--- config.mk ---
export PLATFORM = sky130hd
export DESIGN_NAME = flash_program_erase_control
export DESIGN_NICKNAME = d
export VERILOG_FILES = /design/src/design/flash_ctl_pkg.sv /design/src/design/flash_program_erase_control.sv
export SDC_FILE = /design/constraint.sdc
export NUM_CORES = 1
export LEC_CHECK = 0
export ABC_AREA = 1
export BUFFER_PORTS_ARGS = -buffer_cell sky130_fd_sc_hd__buf_2
export CAP_MARGIN = 30
export CORE_MARGIN = 8
export CORE_UTILIZATION = 26
export CTS_CLUSTER_DIAMETER = 200
export DETAILED_ROUTE_END_ITERATION = 6
export SLEW_MARGIN = 20
export SYNTH_ARGS = -nofsm -noshare
export SYNTH_HDL_FRONTEND = slang
export SYNTH_SLANG_ARGS = --single-unit
--- constraint.sdc ---
create_clock -name SYS_CLK_IN -period 5.5 [get_ports SYS_CLK_IN]
set_clock_uncertainty 0.2 [all_clocks]
set_input_delay 1.1 -clock SYS_CLK_IN [delete_from_list [all_inputs] [get_ports SYS_CLK_IN]]
set_output_delay 1.1 -clock SYS_CLK_IN [all_outputs]
set_load 0.03 [all_outputs]
--- src/design/flash_ctl_pkg.sv ---
// Constants, codes and state type for the flash program/erase controller
package flash_ctl_pkg;

  // ----------------------------------------------------------------------
  // Register byte offsets
  // ----------------------------------------------------------------------
  localparam logic [7:0] OFS_CTRL     = 8'h00;
  localparam logic [7:0] OFS_KEY      = 8'h04;
  localparam logic [7:0] OFS_ADDR     = 8'h08;
  localparam logic [7:0] OFS_DATA     = 8'h0c;
  localparam logic [7:0] OFS_IRQ_STAT = 8'h10;
  localparam logic [7:0] OFS_IRQ_MASK = 8'h14;

  // ----------------------------------------------------------------------
  // Control register fields
  // ----------------------------------------------------------------------
  localparam int BIT_START  = 15;
  localparam int BIT_WRITE_ENABLE_BIT   = 14;
  localparam int BIT_WERR   = 13;
  localparam int BIT_LVERR  = 12;
  localparam int BIT_LVSTAT = 11;
  localparam int OP_W       = 4;

  // Operation codes; every other code performs nothing
  localparam logic [3:0] OP_NOP  = 4'h0;
  localparam logic [3:0] OP_WORD = 4'h1;
  localparam logic [3:0] OP_ROW  = 4'h3;
  localparam logic [3:0] OP_PAGE = 4'h4;
  localparam logic [3:0] OP_BULK = 4'h5;

  // Interrupt status and mask fields
  localparam int IRQ_DONE = 0;
  localparam int IRQ_ERR  = 1;
  localparam int IRQ_W    = 2;

  // ----------------------------------------------------------------------
  // Reset values and the key register read value
  // ----------------------------------------------------------------------
  localparam logic [31:0] ADDR_RST     = 32'h0000_0000;
  localparam logic [31:0] DATA_RST     = 32'h0000_0000;
  localparam logic [31:0] KEY_READ     = 32'h0000_0000;
  localparam logic [3:0]  OP_RST       = 4'h0;
  localparam logic [1:0]  IRQ_MASK_RST = 2'h0;

  // Unlock progress
  localparam logic [1:0] ARM_NONE = 2'h0;
  localparam logic [1:0] ARM_HALF = 2'h1;
  localparam logic [1:0] ARM_FULL = 2'h2;

  typedef enum logic [1:0] {
    ST_IDLE = 2'b01,
    ST_BUSY = 2'b10
  } state_t;

endpackage : flash_ctl_pkg

--- src/design/flash_program_erase_control.sv ---
// Flash program/erase controller with AHB-Lite register slave
module flash_program_erase_control #(
  parameter logic [31:0] UNLOCK_KEY_FIRST  = 32'h1234_5678,
  parameter logic [31:0] UNLOCK_KEY_SECOND = 32'h8765_4321
) (
  // Clock and resets
  input  wire logic        SYS_CLK_IN,
  input  wire logic        RESETN_IN,
  input  wire logic        POR_N_IN,
  // AHB-Lite slave
  input  wire logic        HSEL_IN,
  input  wire logic [31:0] HADDR_IN,
  input  wire logic [1:0]  HTRANS_IN,
  input  wire logic        HWRITE_IN,
  input  wire logic [2:0]  HSIZE_IN,
  input  wire logic [31:0] HWDATA_IN,
  input  wire logic        HREADY_IN,
  output logic             HREADYOUT_OUT,
  output logic             HRESP_OUT,
  output logic [31:0]      HRDATA_OUT,
  // Flash array port
  output logic             FLASH_REQ_OUT,
  output logic [3:0]       FLASH_CMD_OUT,
  output logic [31:0]      FLASH_ADDR_OUT,
  output logic [31:0]      FLASH_WDATA_OUT,
  input  wire logic        FLASH_DONE_IN,
  input  wire logic        FLASH_ERR_IN,
  // Low-voltage detector, asynchronous
  input  wire logic        LOW_VOLT_IN,
  // Interrupt
  output logic             IRQ_OUT
);
  import flash_ctl_pkg::*;

  typedef struct packed {
    state_t           state;
    logic [1:0]       arm;
    logic             write_enable_bit;
    logic             werr;
    logic             lverr;
    logic [OP_W-1:0]  op;
    logic [31:0]      addr;
    logic             pend;
    logic             pend_write;
    logic [7:0]       pend_addr;
    logic             hreadyout;
    logic [31:0]      hrdata;
    logic             lv_meta;
    logic             lv_sync;
    logic             flash_req;
    logic [3:0]       flash_cmd;
    logic [31:0]      flash_addr;
    logic [IRQ_W-1:0] irq_status;
    logic [IRQ_W-1:0] irq_mask;
    logic             irq;
  } regs_t;

  regs_t       st;
  regs_t       nx;
  logic [31:0] data_word;
  logic        data_wr;
  logic        start_ok;
  logic        wr_now;
  logic        rd_now;
  logic        busy;
  logic        real_op;

  assign busy    = (st.state == ST_BUSY);
  assign wr_now  = st.pend && st.pend_write;
  assign rd_now  = st.pend && !st.pend_write;
  assign real_op = (st.op == OP_WORD) || (st.op == OP_ROW) ||
                   (st.op == OP_PAGE) || (st.op == OP_BULK);
  // A start needs write enable, a completed key pair and an idle engine
  assign start_ok = wr_now && (st.pend_addr == OFS_CTRL) &&
                    HWDATA_IN[BIT_START] && st.write_enable_bit &&
                    (st.arm == ARM_FULL) && !busy;

  // ----------------------------------------------------------------------
  // Next-state logic
  // ----------------------------------------------------------------------
  always_comb begin
    logic [IRQ_W-1:0] ev;
    logic [31:0]      rd;
    ev      = '0;
    rd      = 32'h0000_0000;
    nx      = st;
    data_wr = 1'b0;
    // Detector output is from another domain; second stage only is used
    nx.lv_meta   = LOW_VOLT_IN;
    nx.lv_sync   = st.lv_meta;
    nx.pend      = 1'b0;
    nx.hreadyout = 1'b1;

    // One wait state per transfer keeps HRDATA straight from a flop
    if (HSEL_IN && HREADY_IN && HTRANS_IN[1] && !st.pend) begin
      nx.pend       = 1'b1;
      nx.hreadyout  = 1'b0;
      nx.pend_write = HWRITE_IN;
      nx.pend_addr  = HADDR_IN[7:0];
    end

    if (rd_now) begin
      case (st.pend_addr)
        OFS_CTRL: begin
          rd[BIT_START]  = busy;
          rd[BIT_WRITE_ENABLE_BIT]   = st.write_enable_bit;
          rd[BIT_WERR]   = st.werr;
          rd[BIT_LVERR]  = st.lverr;
          rd[BIT_LVSTAT] = st.lv_sync;
          rd[OP_W-1:0]   = st.op;
        end
        OFS_KEY:      rd = KEY_READ;
        OFS_ADDR:     rd = st.addr;
        OFS_DATA:     rd = data_word;
        OFS_IRQ_STAT: begin
          rd[IRQ_W-1:0] = st.irq_status;
          nx.irq_status = '0;
        end
        OFS_IRQ_MASK: rd[IRQ_W-1:0] = st.irq_mask;
        default:      rd = 32'h0000_0000;
      endcase
      nx.hrdata = rd;
    end

    if (wr_now) begin
      case (st.pend_addr)
        OFS_CTRL: begin
          nx.write_enable_bit = HWDATA_IN[BIT_WRITE_ENABLE_BIT];
          // Operation code is frozen while writes are enabled
          if (!st.write_enable_bit) begin
            nx.op = HWDATA_IN[OP_W-1:0];
          end
          // Any control write spends the unlock
          nx.arm = ARM_NONE;
        end
        OFS_KEY: begin
          if (HWDATA_IN == UNLOCK_KEY_FIRST) begin
            nx.arm = ARM_HALF;
          end else if (st.arm == ARM_HALF &&
                       HWDATA_IN == UNLOCK_KEY_SECOND) begin
            nx.arm = ARM_FULL;
          end else begin
            nx.arm = ARM_NONE;
          end
        end
        OFS_ADDR:     nx.addr = HWDATA_IN;
        OFS_DATA:     data_wr = 1'b1;
        OFS_IRQ_MASK: nx.irq_mask = HWDATA_IN[IRQ_W-1:0];
        default: ;
      endcase
    end

    case (st.state)
      ST_IDLE: begin
        if (start_ok) begin
          if (st.lv_sync) begin
            // Supply too low: refuse and flag both errors
            nx.werr     = 1'b1;
            nx.lverr    = 1'b1;
            ev[IRQ_ERR] = 1'b1;
          end else if (real_op) begin
            nx.state     = ST_BUSY;
            nx.flash_req = 1'b1;
            nx.flash_cmd = st.op;
            if (st.op == OP_BULK) begin
              nx.flash_addr = 32'h0000_0000;
            end else begin
              nx.flash_addr = st.addr;
            end
          end else begin
            if (st.op == OP_NOP) begin
              nx.werr  = 1'b0;
              nx.lverr = 1'b0;
            end
            ev[IRQ_DONE] = 1'b1;
          end
        end
      end
      ST_BUSY: begin
        if (FLASH_DONE_IN) begin
          nx.state     = ST_IDLE;
          nx.flash_req = 1'b0;
          nx.write_enable_bit      = 1'b0;
          ev[IRQ_DONE] = 1'b1;
          if (FLASH_ERR_IN) begin
            nx.werr     = 1'b1;
            ev[IRQ_ERR] = 1'b1;
          end
        end
      end
      default: begin
        nx.state     = ST_IDLE;
        nx.flash_req = 1'b0;
      end
    endcase

    // New events win over a clearing read in the same cycle
    nx.irq_status = nx.irq_status | ev;
    nx.irq        = |(nx.irq_status & nx.irq_mask);
  end

  // ----------------------------------------------------------------------
  // State registers
  // ----------------------------------------------------------------------
  always_ff @(posedge SYS_CLK_IN or negedge RESETN_IN) begin
    if (!RESETN_IN) begin
      st            <= '0;
      st.state      <= ST_IDLE;
      st.arm        <= ARM_NONE;
      st.op         <= OP_RST;
      st.addr       <= ADDR_RST;
      st.hreadyout  <= 1'b1;
      st.irq_mask   <= IRQ_MASK_RST;
    end else begin
      st <= nx;
    end
  end

  // Data word survives every reset except power-on
  always_ff @(posedge SYS_CLK_IN or negedge POR_N_IN) begin
    if (!POR_N_IN) begin
      data_word <= DATA_RST;
    end else if (data_wr) begin
      data_word <= HWDATA_IN;
    end
  end

  assign HREADYOUT_OUT   = st.hreadyout;
  assign HRESP_OUT       = 1'b0;
  assign HRDATA_OUT      = st.hrdata;
  assign FLASH_REQ_OUT   = st.flash_req;
  assign FLASH_CMD_OUT   = st.flash_cmd;
  assign FLASH_ADDR_OUT  = st.flash_addr;
  assign FLASH_WDATA_OUT = data_word;
  assign IRQ_OUT         = st.irq;

  // ----------------------------------------------------------------------
  // Assertions
  // ----------------------------------------------------------------------
  key_arm_pair_a: assert property (
    @(posedge SYS_CLK_IN) disable iff (!RESETN_IN)
    wr_now && st.pend_addr == OFS_KEY && st.arm == ARM_HALF &&
    HWDATA_IN == UNLOCK_KEY_SECOND |=> st.arm == ARM_FULL)
    else $error("second key did not complete unlock");

  key_reads_zero_a: assert property (
    @(posedge SYS_CLK_IN) disable iff (!RESETN_IN)
    rd_now && st.pend_addr == OFS_KEY |=> HRDATA_OUT == 32'h0 &&
    HREADYOUT_OUT)
    else $error("key register read not zero");

  start_needs_unlock_a: assert property (
    @(posedge SYS_CLK_IN) disable iff (!RESETN_IN)
    $rose(FLASH_REQ_OUT) |-> $past(st.arm) == ARM_FULL && $past(st.write_enable_bit))
    else $error("flash started without unlock");

  addr_readback_a: assert property (
    @(posedge SYS_CLK_IN) disable iff (!RESETN_IN)
    rd_now && st.pend_addr == OFS_ADDR |=> HRDATA_OUT == $past(st.addr))
    else $error("address register readback wrong");

  bulk_addr_zero_a: assert property (
    @(posedge SYS_CLK_IN) disable iff (!RESETN_IN)
    FLASH_REQ_OUT && FLASH_CMD_OUT == OP_BULK |-> FLASH_ADDR_OUT == 32'h0)
    else $error("bulk erase carried an address");

  page_addr_a: assert property (
    @(posedge SYS_CLK_IN) disable iff (!RESETN_IN)
    start_ok && !st.lv_sync && st.op == OP_PAGE |=>
    FLASH_REQ_OUT && FLASH_ADDR_OUT == $past(st.addr))
    else $error("page erase address wrong");

  row_addr_a: assert property (
    @(posedge SYS_CLK_IN) disable iff (!RESETN_IN)
    start_ok && !st.lv_sync && st.op == OP_ROW |=>
    FLASH_CMD_OUT == OP_ROW && FLASH_ADDR_OUT == $past(st.addr))
    else $error("row program address wrong");

  word_data_a: assert property (
    @(posedge SYS_CLK_IN) disable iff (!RESETN_IN)
    start_ok && !st.lv_sync && st.op == OP_WORD |=>
    FLASH_ADDR_OUT == $past(st.addr) && FLASH_WDATA_OUT == $past(data_word))
    else $error("word program address or data wrong");

  nop_clears_a: assert property (
    @(posedge SYS_CLK_IN) disable iff (!RESETN_IN)
    start_ok && !st.lv_sync && st.op == OP_NOP |=>
    !st.werr && !st.lverr && !FLASH_REQ_OUT)
    else $error("no-op start left error flags");

  data_hold_a: assert property (
    @(posedge SYS_CLK_IN) disable iff (!POR_N_IN)
    data_word != $past(data_word) |-> $past(data_wr))
    else $error("data register changed without write");

  reserved_idle_a: assert property (
    @(posedge SYS_CLK_IN) disable iff (!RESETN_IN)
    start_ok && !real_op |=> !FLASH_REQ_OUT [*2])
    else $error("reserved code reached flash");

endmodule : flash_program_erase_control

After elaboration in Yosys (flattened, before gate mapping)
Cells that the tools add are included.
{ "word_totals": {"elab_cells": 121, "ff_bits": 162, "in_bits": 78, "output_inout_bits": 104} }
{ "op_classes": {"reduce_logical": 30, "bitwise_logic": 4, "eq_ne": 23, "mux": 43} }
{ "op_table": {"columns": ["operator", "count"], "rows": [
  ["2-to-1 mux 37 bit", 3],
  ["2-to-1 mux 2 bit", 17],
  ["equality test 32 x 29 -> 1 bit (second input constant)", 1],
  ["equality test 32 bit (second input constant)", 1],
  ["2-to-1 mux 32 bit", 1],
  ["case mux 16 bit (2 select lines)", 1],
  ["equality test 8 x 4 -> 1 bit (second input constant)", 2],
  ["equality test 8 x 5 -> 1 bit (second input constant)", 2],
  ["case mux 5 bit (3 select lines)", 1],
  ["case mux 7 bit (2 select lines)", 1],
  ["!= test 2 bit (second input constant)", 6],
  ["case mux 2 bit (2 select lines)", 3],
  ["AND reduction 4 bit", 3],
  ["logical AND 1 bit", 11],
  ["2-to-1 mux 1 bit", 11],
  ["2-to-1 mux 11 bit", 1],
  ["case mux 2 bit (5 select lines)", 1],
  ["equality test 4 x 3 -> 1 bit (second input constant)", 2],
  ["equality test 8 x 3 -> 1 bit (second input constant)", 1],
  ["logical NOT 8 bit", 1],
  ["!= test 3 bit (second input constant)", 2],
  ["case mux 2 bit (3 select lines)", 1],
  ["AND reduction 6 bit", 1],
  ["nonzero test 2 bit", 3],
  ["other kinds (14)", 23]
]} }

Depth between registers and ports, before layout
Gate-level depths: netlist of the first run.
{ "depth": {"ltp_word": 11, "depth_mapped": 11, "ltp_nobuf": 11} }

Worst setup path before layout of the first run
No wires, ideal clock.
{ "synth_timing": {"path_kind": "input port to flip-flop", "start": "input HWDATA_IN[15]", "end": "register st, in the netlist FLASH_CMD_OUT[1]", "stages": 8, "t_arrival_ns": 1.906, "path_buffers": 1, "setup_ns": 0.119, "slack_ns": 3.275, "t_required_ns": 5.181, "cell_sequence": "nand4_1 > nor2_2 > nand3_4 > inv_2 > nand3_4 > buf_6 > nand2_2 > o21ai_2"} }
{ "synth_via": {"elab_chain_len": 5} }
{ "synth_lines": {"columns": ["element", "line", "text"], "rows": [
  ["from (decl)", "flash_program_erase_control.sv:16", "input wire logic [31:0] HWDATA_IN,"],
  ["logical AND 1 bit", "flash_program_erase_control.sv:74", "assign start_ok = wr_now && (st.pend_addr == OFS_CTRL) &&"],
  ["logical AND 1 bit (2 in series)", "flash_program_erase_control.sv:75", "HWDATA_IN[BIT_START] && st.write_enable_bit &&"],
  ["logical AND 1 bit", "flash_program_erase_control.sv:76", "(st.arm == ARM_FULL) && !busy;"],
  ["AND reduction 4 bit (no line)", null, null],
  ["to (signal assigned)", "flash_program_erase_control.sv:215", "st <= nx;"],
  ["to (decl)", "flash_program_erase_control.sv:58", "regs_t st;"]
]} }
Every way passes these cells.
A chain may end at the register's enable or synchronous reset.

Worst setup path in the final report of the first run
{ "layout_timing": {"start": "register st[128] in the netlist's numbering", "end": "register st, in the netlist FLASH_CMD_OUT[2]"} }
{ "layout_via": {"elab_chain_len": 4, "word_cells_on_any_way": 5, "classes_between": "2 x eq/ne; 3 x reduce/logical"} }
{ "layout_lines": {"columns": ["element", "line", "text"], "rows": [
  ["equality test 2 bit", "flash_program_erase_control.sv:68", "assign busy = (st.state == ST_BUSY);"],
  ["logical NOT 1 bit", "flash_program_erase_control.sv:76", null],
  ["logical AND 1 bit", "flash_program_erase_control.sv:76", null],
  ["AND reduction 4 bit (no line) (*)", null, null]
]} }
Every way passes the cells marked *; elsewhere a longest branch is shown, timed or not.

==> impl_summary.log, run 1 <==
[metrics] busiest layer in global routing: met2
[metrics] vias in the first global route: 5981
[metrics] Post-Place Cells: 1306
[metrics] Post-Layout Cell Count: 1339
[metrics] final routed wire length divided by cell count: 16.93 um
[metrics] count of filler cells inserted in the layout: 3106
[metrics] CTS root buf: clkbuf_16
[metrics] remaining design rule violation count: 0
[metrics] number of gates given a new drive strength after cts: 0
[metrics] Max Root-Sink Buffers: 2
[metrics] Leak: 4.590 nW
[metrics] power per standard cell area: 371.7 nW/um2
[metrics] number of antenna violations at the first check in global routing: 6
[metrics] number of nets with antenna violations after detailed routing: 0
[metrics] met2 Usage GRT: 0.2057
[metrics] estimated wirelength of the detail-placed design: 16700 um
[metrics] maximum number of pins on one net before global-route repair: 91
[metrics] post-synthesis mux area share: 0
[metrics] die span in y: 188.9 um
[metrics] clock buffers created by TritonCTS: 17
[metrics] area growth from synthesis to layout: 15.17%
[metrics] worst setup path class: reg -> reg
[metrics] relative max-transition margin: 0.3991
[metrics] port bufs: 152
[metrics] number of ports placed on the die boundary: 182
[metrics] met1 capacity usage during global routing: 0.1608
[metrics] unrepaired setup endpoints after global routing: false
[metrics] main combinational cell family by area after synthesis: simple AND/OR/NAND/NOR gates
[metrics] sequential element share of the synthesized area: 0.5221
[metrics] clock period minus worst slack: 3.048 ns
[metrics] Clock transition at path regs: 0.07 ns
[metrics] Design Power: 3.327 mW
[metrics] worst-case vdd ir drop: 0.2217 mV
[metrics] leading cell type in the layout, fill and taps excluded: nand2_1
[metrics] full die area: 35670 um2
[metrics] worst min-delay path category: reg -> reg
[metrics] Syn. warnings: 0
[metrics] Gate Count Post-Synth: 867
[metrics] final weighted congestion in routability-driven placement: 0.8096
[metrics] clock tree sinks: 162
[metrics] count of different cell masters after synthesis: 35
[metrics] row count: 63
[metrics] part of the cycle the worst path needs: 0.5541
[metrics] outcome: completed
[metrics] hold buffer count at CTS: 0
[metrics] worst hold margin: 0.1470 ns
[metrics] most frequent cells in the layout: nand2_1 (185), dfrtp_1 (160), buf_2 (151)
[metrics] Setup Total Neg Slack: 0 ns
[metrics] Compound-Gate Fraction of Synth Area: 0.1169
[metrics] CP Data Required Time: 5.58 ns
[metrics] width of the chip: 188.9 um
[metrics] syn_nets: 947
[metrics] kind of end point of the critical path: flip-flop
[metrics] Global Route met3 Usage: 0.04525
[metrics] count of state elements after synthesis: 162
[metrics] XOR/XNOR share of the synthesized area: 0
[metrics] CTS tree: yes
[metrics] count of vias placed by the detailed router: 5877
[metrics] count of final hold-check violations: 0
[metrics] DRT iter0 DRCs: 360
[metrics] Via-to-Cell Ratio: 4.389
[metrics] Final setup violation count: 0
[metrics] layout cells sized above 1: 0.2996
[metrics] maximum clock frequency: 328.1 MHz
[metrics] final layout net count: 1015
[metrics] max-slew violation total from the final report: 0
[metrics] startpoint kind of the worst setup timing path: flip-flop
[metrics] Worst-Margin Slew: 0.9013 ns
[metrics] GRT Resource Usage Total: 0.1290
[metrics] first-pass GRT wire length: 35520 um
[metrics] Post-Synthesis Cell Area: 7770 um2
[metrics] fraction of the mapped netlist area in adder cells: 0.003221
[metrics] clock latency of the later-clocked register in the worst-skew pair: 0.42 ns
[metrics] Post-CTS Setup Inserts: 0
[metrics] arrival time of the worst setup path: 3.13 ns
[metrics] mean post-synth cell area: 8.962 um2
[metrics] H-tree lvl count: 4
[metrics] simple-gate portion of the synthesized area: 0.2293
[metrics] max-cap viol count: 0
[metrics] detailed-router iteration count before antenna repair: 5
[metrics] Congestion Overflow GR: 0
[metrics] starting utilization of the core area: 0.2629
[metrics] placeable core region: 29560 um2
[metrics] aggregate routed wire length: 22670 um
[metrics] critical-path maximum fanout: 52
==> through the flow <==
step / util / cell area (um2) / worst slack, ns
after floorplan: - / 7770 / 3.275
after global routing: 0.3027 / 8949 / 2.242
after CTS: 0.3026 / 8946 / 2.431
after global placement: 0.2821 / 8338 / 2.114
after detailed placement: 0.2821 / 8338 / 2.114
final: 0.3027 / 8949 / 2.452
==> layer usage <==
metal	up-vias	wire, um
met2	168	10530
met3	33	1636
met4	10	381
met5	-	59
met1	2752	10060
li1	2914	-
==> path summary, 6_finish.rpt <==
kind                                 from           endpoint  slack, ns  cells past startpoint
worst min-delay path               nx[42]             st[42]       0.15                      0
worst max-delay path              st[128]   FLASH_CMD_OUT[2]       2.45                     11
worst max register to register    st[128]   FLASH_CMD_OUT[2]       2.45                     11
max in group asynchronous       RESETN_IN  FLASH_ADDR_OUT[0]       3.43                      2
worst min register to register     nx[42]             st[42]       0.15                      0
min in group asynchronous       RESETN_IN      HRDATA_OUT[6]       0.56                      1
==> critical path, cell delays in order, from the launching register on <==
cell and delay (ns):
dfstp_2 0.54, inv_1 0.04, ha_1 0.23, inv_2 0.09, nand4_1 0.09, nor2_2 0.16, nand3_4 0.10, inv_2 0.09
nand3_4 0.63, buf_4 0.53, nand2_2 0.10, o21ai_2 0.05
==> synthesized netlist by cell type, drive strengths merged <==
cell type / number / area share
and2: 1 / 0.00081
clkbuf: 14 / 0.0069
nor3: 11 / 0.011
a31oi: 23 / 0.019
nor4: 5 / 0.0040
o211ai: 1 / 0.00097
a21oi: 2 / 0.0013
nand2: 221 / 0.12
dfrtp: 160 / 0.52
buf: 98 / 0.091
or2: 2 / 0.0016
nand4: 13 / 0.010
a21boi: 1 / 0.00097
a22o: 2 / 0.0023
conb: 1 / 0.00048
dfstp: 2 / 0.0068
nor2: 45 / 0.025
ha: 2 / 0.0032
o21ai: 118 / 0.093
nand3: 83 / 0.058
inv: 62 / 0.030
==> cell type report <==
class                   instances  area (um2)  area share
clock inverters                 8       126.4     0.01412
multi-input cells             531        2726      0.3047
clock buffers                  24       481.7     0.05383
well taps                     390       488.0     0.05453
inverters                      62       232.7     0.02601
flip-flops and latches        162        4056      0.4533
diodes                          1       2.502   0.0002796
repair buffers                161       834.6     0.09326
==> sequential cells by signal (all words and copies together) (netlist names) <==
signal	cells
FLASH_ADDR_OUT	32
FLASH_CMD_OUT	4
FLASH_REQ_OUT	1
FLASH_WDATA_OUT	32
HRDATA_OUT	32
HREADYOUT_OUT	1
IRQ_OUT	1
nx	1
st	58
==> kinds of logic after synthesis <==
logic type | count (synthesis)
adder cells (fa/ha/maj) | 2
buffers and inverters | 174
other | 1
AND/OR/NAND/NOR | 381
flip-flops | 162
AO/OA/AOI/OAI | 147
==> report_power, final <==
part	internal, mW	total (mW)	switching, mW
sequential	1.33	1.44	0.102
clock	0.751	1.23	0.475
combinational	0.187	0.665	0.478
total	2.27	3.33	1.05
(Power assumes the default switching activity.)
==> run 2: changes to the inputs <==
--- a/config.mk
+++ b/config.mk
@@ -5,7 +5,7 @@
 export SDC_FILE = /design/constraint.sdc
 export NUM_CORES = 1
 export LEC_CHECK = 0
-export ABC_AREA = 1
+export ABC_AREA = 0
 export BUFFER_PORTS_ARGS = -buffer_cell sky130_fd_sc_hd__buf_2
 export CAP_MARGIN = 30
 export CORE_MARGIN = 8
==> constraint.sdc (replaced) <==
create_clock -name SYS_CLK_IN -period 2.75 [get_ports SYS_CLK_IN]
set_clock_uncertainty 0.2 [all_clocks]
set_input_delay 0.55 -clock SYS_CLK_IN [delete_from_list [all_inputs] [get_ports SYS_CLK_IN]]
set_output_delay 0.55 -clock SYS_CLK_IN [all_outputs]
set_load 0.03 [all_outputs]
==> run 2 against run 1 <==
- sequential share of layout area shrank 0.44 points
- synthesized cell count shrank 24%
- utilization grew 1.5 points
- worst hold slack lost 0.12 ns
- critical endpoint is now FLASH_ADDR_OUT[9]
- register-to-register slack lost 2.4 ns
- routed wire length shrank 5.2%
- combinational power grew 0.9%
- die area shrank 3.8%
- largest cell class unchanged
- flip-flop and latch count is the same
- worst setup slack lost 2.4 ns
- cell count shrank 14%
==> impl_summary.log, run 2 <==
[metrics] number of nets with antenna violations after detailed routing: 0
[metrics] list of most frequent post-synthesis cells: dfrtp_1 (160), nand2_1 (127), mux2_2 (74), buf_4 (69)
[metrics] count of different cell masters after synthesis: 53
[metrics] sequential element share of the synthesized area: 0.5447
[metrics] leading cell type in the layout, fill and taps excluded: dfrtp_1
[metrics] cell type with the highest aggregate area in the netlist: dfrtp_1
[metrics] RR Startpoint: st[128]
[metrics] Final setup violation count: 0
[metrics] max-slew violation total from the final report: 0
[metrics] clock latency of the later-clocked register in the worst-skew pair: 0.42 ns
[metrics] Async S/R FF share, synth: 1.000
[metrics] count of state elements after synthesis: 162
[metrics] highest-delay cell along the critical path: or4b_4
[metrics] count leader, synth: dfrtp_1
[metrics] Via-to-Cell Ratio: 4.412
[metrics] switching part of the total power: 0.2712
[metrics] count of vias placed by the detailed router: 5105
[metrics] power per standard cell area: 631.0 nW/um2
[metrics] Congestion Overflow GR: 0
[metrics] GRT Resource Usage Total: 0.1275
[metrics] DRT iter0 DRCs: 292
[metrics] leading post-synthesis cells by cell area: dfrtp_1 (54%), mux2_2 (11%), buf_4 (7.0%)
[metrics] sequential share of power: 0.455
[metrics] Setup Total Neg Slack: 0 ns
[metrics] P_int: 4.157 mW
[metrics] area fraction of the dominant cell type after synthesis: 0.5376
[metrics] most frequent cells in the layout: dfrtp_1 (159), buf_2 (151), nand2_1 (126)
[metrics] Critical path origin: st[128]
[metrics] unrepaired setup endpoints after global routing: false
[metrics] count of final hold-check violations: 0
[metrics] number of ports placed on the die boundary: 182
[metrics] worst setup path class: reg -> reg
[metrics] layout cells sized above 1: 0.4028
[metrics] kind of end point of the critical path: flip-flop
[metrics] full die area: 34310 um2
[metrics] row count: 62
[metrics] Worst-Margin Slew: 0.8964 ns
[metrics] area growth from synthesis to layout: 21.37%
[metrics] worst-case vdd ir drop: 0.2895 mV
[metrics] reg-to-reg setup timing slack: 0.09 ns
[metrics] number of antenna violations at the first check in global routing: 1
[metrics] outcome: completed
[metrics] port bufs: 152
[metrics] Syn. warnings: 0
[metrics] first-pass GRT wire length: 32580 um
[metrics] Leak: 4.348 nW
[metrics] combinational fraction of design power: 0.118
[metrics] final routed wire length divided by cell count: 18.58 um
[metrics] largest incremental delay on the critical path: 0.54 ns
[metrics] remaining design rule violation count: 0
[metrics] Clock transition at path regs: 0.07 ns
[metrics] gate family responsible for the most delay along the worst path: simple AND/OR/NAND/NOR gates
[metrics] syn_nets: 736
[metrics] final layout net count: 839
[metrics] number of synthesized flops with an enable pin: 0
[metrics] die span in y: 185.2 um
[metrics] final weighted congestion in routability-driven placement: 0.8034
[metrics] Gate Count Post-Synth: 656
[metrics] register bank with the most flops: st
[metrics] Post-Layout Cell Count: 1157
[metrics] maximum clock frequency: 376.5 MHz
[metrics] endpoint of the lowest-slack register-to-register path: FLASH_ADDR_OUT[9]
[metrics] vias in the first global route: 5309
[metrics] placeable core region: 28470 um2
[metrics] startpoint kind of the worst setup timing path: flip-flop
[metrics] CTS tree: yes
[metrics] sequence of cells on the critical path: inv_1 -> ha_2 -> or4b_4 -> or4b_4 -> buf_6 -> buf_4 -> nand2_1 -> o21ai_1
[metrics] clock period minus worst slack: 2.656 ns
[metrics] count of buffer and inverter cells on the critical path: 3
[metrics] cell mode on critical path: or4b_4
[metrics] Post-Place Cells: 1120
[metrics] part of the cycle the worst path needs: 0.9659
[metrics] CP Data Required Time: 2.85 ns
[metrics] Clk network pwr share: 0.428
[metrics] Most used DFF post-synth: dfrtp_1
[metrics] crit path to: FLASH_ADDR_OUT[9]
[metrics] count of filler cells inserted in the layout: 2947
[metrics] Worst Reg2Reg Path Length in Cells: 8
[metrics] net switching power: 1.547 mW
[metrics] relative max-transition margin: 0.4017
[metrics] arrival time of the worst setup path: 2.76 ns
[metrics] Post-Synthesis Cell Area: 7447 um2
[metrics] width of the chip: 185.2 um
[metrics] critical-path maximum fanout: 16
[metrics] clock buffers created by TritonCTS: 17
[metrics] worst min-delay path category: in -> reg
[metrics] clock tree sinks: 162
[metrics] CTS root buf: clkbuf_16
[metrics] mean post-synth cell area: 11.35 um2
[metrics] max-cap viol count: 0
[metrics] aggregate routed wire length: 21500 um
[metrics] logic depth of the worst setup path including buffers: 8
[metrics] maximum number of pins on one net before global-route repair: 64
[metrics] starting utilization of the core area: 0.2616
[metrics] estimated wirelength of the detail-placed design: 15820 um
[metrics] number of flip-flops in the largest register: 58
[metrics] Max Root-Sink Buffers: 2
[metrics] H-tree lvl count: 4
[metrics] detailed-router iteration count before antenna repair: 4
run 2: cell types whose count changed after synthesis, moves of 35 or more:
cell     previous run  this run
nand2_2            36         0
nand3_1            79         2
o21ai_2            35         0
o21ai_1            69        20
nand2_1           185       127
mux2_2              0        74
inv_1              56         5
run 2: worst min-delay path by stage:
stage                 from                end  slack [ns]  cells past startpoint
2_1_floorplan    RESETN_IN  FLASH_ADDR_OUT[0]        0.05                      0
3_3_place_gp        nx[42]             st[42]        0.13                      0
3_5_place_dp        nx[42]             st[42]        0.13                      0
4_1_cts        LOW_VOLT_IN             nx[42]        0.01                      1
5_1_grt        LOW_VOLT_IN             nx[42]       0.007                      1
6_report       LOW_VOLT_IN             nx[42]        0.03                      1
run 2: metal layers:
layer | track usage | vias up | part of all wire
met3 | 0.03138 | 12 | 0.065
met2 | 0.2046 | 141 | 0.47
met5 | 0 | - | 0
met4 | 0.04065 | 0 | 0.013
met1 | 0.1664 | 2528 | 0.45
li1 | - | 2424 | -
run 2: worst register-to-register path, stage by stage (launching register included):
cell and delay [ns]:
dfstp_2 0.53, inv_1 0.05, ha_2 0.19, or4b_4 0.52
or4b_4 0.54, buf_6 0.16, buf_4 0.20, nand2_1 0.09
o21ai_1 0.06
run 2: cells by family after synthesis:
family,after synthesis,synth area share
other,1,0.0005035
adder cells (fa/ha/maj),2,0.003360
buffers and inverters,108,0.09190
AND/OR/NAND/NOR,182,0.1156
flip-flops,162,0.5447
multiplexers,109,0.1620
AO/OA/AOI/OAI,92,0.08199
run 2: repair_timing:
item                                   in CTS  in global routing
hold buffers                                1                  1
resized for setup                           5                  3
setup endpoints to repair                  37                 14
pin swaps                                   1                  2
setup buffers                               0                  1
endpoints found under the hold margin      59                  8
run 2: area by class of cell:
| type | instances | area [um2] | share of cell area |
|---|---|---|---|
| Multi-Input combinational cell | 386 | 2753 | 0.3045 |
| Inverter | 6 | 22.52 | 0.002492 |
| Timing Repair Buffer | 186 | 1119 | 0.1238 |
| Tap cell | 384 | 480.5 | 0.05316 |
| Clock buffer | 19 | 452.9 | 0.05011 |
| Sequential cell | 162 | 4058 | 0.4489 |
| Antenna cell | 1 | 2.502 | 0.0002769 |
| Clock inverter | 13 | 151.4 | 0.01675 |
run 2: per-stage QoR:
step | power, mW | util | setup WS, ns | hold WS [ns] | cell area, um2
final | 5.704 | 0.3175 | 0.09367 | 0.02680 | 9039
after global routing | 5.951 | 0.3175 | 0.01175 | 0.007001 | 9039
after CTS | 5.771 | 0.3158 | 0.01477 | 0.009970 | 8990
after detailed placement | 3.310 | 0.2933 | -0.1850 | 0.1347 | 8351
after global placement | 3.300 | 0.2933 | -0.1483 | 0.1344 | 8351
after floorplan | 3.022 | - | 0.02669 | 0.05441 | 7447
run 2: power by group through the flow:
stage / sequential, mW / clock, mW / combinational (mW)
3_3_place_gp: 2.63 / 0 / 0.668
6_report: 2.59 / 2.44 / 0.671
3_5_place_dp: 2.64 / 0 / 0.674
4_1_cts: 2.59 / 2.50 / 0.680
5_1_grt: 2.61 / 2.61 / 0.734
2_1_floorplan: 2.65 / 0 / 0.367
==> run 3: changes to the inputs <==
--- a/config.mk
+++ b/config.mk
@@ -12,6 +12,8 @@
 export CORE_UTILIZATION = 26
 export CTS_CLUSTER_DIAMETER = 200
 export DETAILED_ROUTE_END_ITERATION = 6
+export GPL_TIMING_DRIVEN = 0
+export RECOVER_POWER = 100
 export SLEW_MARGIN = 20
 export SYNTH_ARGS = -nofsm -noshare
 export SYNTH_HDL_FRONTEND = slang
==> run 3 against run 2 <==
- the flow now finishes with violations (capacitance limit, slew limit)
- die area unchanged
- fmax decreased by 1.6%
- flip-flop and latch count is the same
- clock power fell by 5%
- sequential share of layout area is 1.1 points lower
- critical path depth is 2 lower
- cell count up 6.2%
- critical endpoint is now FLASH_CMD_OUT[1]
- worst setup slack lost 0.043 ns
- final area increased by 2.4%
- routed wire length rose by 7.1%
==> impl_summary.log, run 3 (same netlist as run 2, synthesis figures left out) <==
[metrics] maximum clock frequency: 370.5 MHz
[metrics] final weighted congestion in routability-driven placement: 0.8051
[metrics] count of vias placed by the detailed router: 5410
[metrics] maximum number of pins on one net before global-route repair: 69
[metrics] final layout net count: 912
[metrics] unrepaired setup endpoints after global routing: false
[metrics] CP Data Required Time: 2.86 ns
[metrics] kind of end point of the critical path: flip-flop
[metrics] Max Root-Sink Buffers: 2
[metrics] power per standard cell area: 603.4 nW/um2
[metrics] Final setup violation count: 0
[metrics] leading cell type in the layout, fill and taps excluded: dfrtp_1
[metrics] clock period minus worst slack: 2.699 ns
[metrics] worst min-delay path category: in -> reg
[metrics] final routed wire length divided by cell count: 18.74 um
[metrics] first-pass GRT wire length: 34560 um
[metrics] starting utilization of the core area: 0.2616
[metrics] layout cells sized above 1: 0.3053
[metrics] H-tree lvl count: 4
[metrics] crit path to: FLASH_CMD_OUT[1]
[metrics] endpoint of the lowest-slack register-to-register path: FLASH_CMD_OUT[1]
[metrics] placeable core region: 28470 um2
[metrics] critical-path maximum fanout: 9
[metrics] GRT Resource Usage Total: 0.1352
[metrics] width of the chip: 185.2 um
[metrics] worst setup path class: reg -> reg
[metrics] row count: 62
[metrics] worst-case vdd ir drop: 0.4023 mV
[metrics] Congestion Overflow GR: 0
[metrics] final setup slack of the worst path: 0.05094 ns
[metrics] area growth from synthesis to layout: 24.24%
[metrics] clock tree sinks: 162
[metrics] Worst Reg2Reg Path Length in Cells: 6
[metrics] max-slew violation total from the final report: 63
[metrics] remaining design rule violation count: 0
[metrics] most frequent cells in the layout: dfrtp_1 (160), nand2_1 (127), clkbuf_1 (121)
[metrics] number of flip-flops in the largest register: 58
[metrics] Design Power: 5.583 mW
[metrics] startpoint kind of the worst setup timing path: flip-flop
[metrics] clock latency of the later-clocked register in the worst-skew pair: 0.42 ns
[metrics] Leak: 4.248 nW
[metrics] full die area: 34310 um2
[metrics] Clock transition at path regs: 0.07 ns
[metrics] Worst-Margin Slew: 1.731 ns
[metrics] number of ports placed on the die boundary: 182
[metrics] register bank with the most flops: st
[metrics] clock buffers created by TritonCTS: 17
[metrics] outcome: finished with violations
[metrics] Critical path origin: st[128]
[metrics] vias in the first global route: 5498
[metrics] die span in y: 185.2 um
[metrics] diode count: 0
[metrics] Via-to-Cell Ratio: 4.402
[metrics] reg-to-reg setup timing slack: 0.05 ns
[metrics] max-cap viol count: 1
[metrics] CTS root buf: clkbuf_16
[metrics] DRT iter0 DRCs: 318
[metrics] number of antenna violations at the first check in global routing: 0
[metrics] aggregate routed wire length: 23040 um
[metrics] relative max-transition margin: -0.1542
[metrics] worst slack after detailed placement: -0.2702 ns
[metrics] port bufs: 152
[metrics] CTS tree: yes
[metrics] violations in the final reports: capacitance limit, slew limit
[metrics] detailed-router iteration count before antenna repair: 4
[metrics] estimated wirelength of the detail-placed design: 17390 um
[metrics] count of final hold-check violations: 0
[metrics] part of the cycle the worst path needs: 0.9815
[metrics] number of nets with antenna violations after detailed routing: 0
[metrics] arrival time of the worst setup path: 2.81 ns
[metrics] RR Startpoint: st[128]
## run 3: how the worst min path moves through the flow
| stage | start | slack [ns] | cells past startpoint | to |
|---|---|---|---|---|
| final | LOW_VOLT_IN | 0.04 | 1 | nx[42] |
| after CTS | LOW_VOLT_IN | 0.01 | 1 | nx[42] |
| after floorplan | RESETN_IN | 0.05 | 0 | FLASH_ADDR_OUT[0] |
| after detailed placement | nx[42] | 0.14 | 0 | st[42] |
| after global routing | LOW_VOLT_IN | 0.02 | 1 | nx[42] |
| after global placement | nx[42] | 0.13 | 0 | st[42] |
## run 3: report_power, final
group / leakage [nW] / switching, mW / total (mW) / internal (mW)
Clock: 0.286 / 1.03 / 2.32 / 1.29
Combinational: 1.82 / 0.418 / 0.667 / 0.249
Sequential: 2.14 / 0.0993 / 2.59 / 2.49
Total: 4.25 / 1.55 / 5.58 / 4.03
## run 3: timing repair
action,in CTS,in global routing
buffers inserted,2,0
gates resized for setup,19,15
endpoints found under the setup margin,98,97
hold endpoints to repair,62,11
pin swaps,1,1
hold buffers,1,1
## run 3: layout make-up
| class | count | area (um2) |
|---|---|---|
| clock buffers | 19 | 442.9 |
| inverters | 6 | 22.52 |
| multi-input cells | 386 | 2744 |
| well taps | 384 | 480.5 |
| plain buffers | 101 | 686.9 |
| repair buffers | 158 | 694.4 |
| clock inverters | 13 | 125.1 |
| flip-flops and latches | 162 | 4056 |
| fillers | 3004 | 19220 |
## run 3: metrics by stage
step                        util  setup TNS, ns  hold WS [ns]  instances  cell area (um2)
after CTS                 0.3295       -0.01360      0.009820       1228             9382
after global placement    0.3052        -154.98        0.1337       1192             8688
after floorplan                -              0       0.05441        656             7447
after global routing      0.3250              0       0.02307       1229             9253
after detailed placement  0.3065         -17.85        0.1372       1193             8726
final                     0.3250              0       0.03509       1229             9253
## run 3: worst max-delay path: stages, from the launching register on
cell and delay [ns]:
dfstp_2 0.54, inv_2 0.05, ha_4 0.16, or4b_4 0.54, or4b_4 0.58, buf_6 0.20, mux2_4 0.30
## run 3: metal layers
layer,vias to the layer above,global-route usage,routed length [um]
met2,125,0.2135,10700
met5,-,0,0
met3,14,0.03295,1427
li1,2580,-,-
met1,2691,0.1804,10650
met4,0,0.04065,252
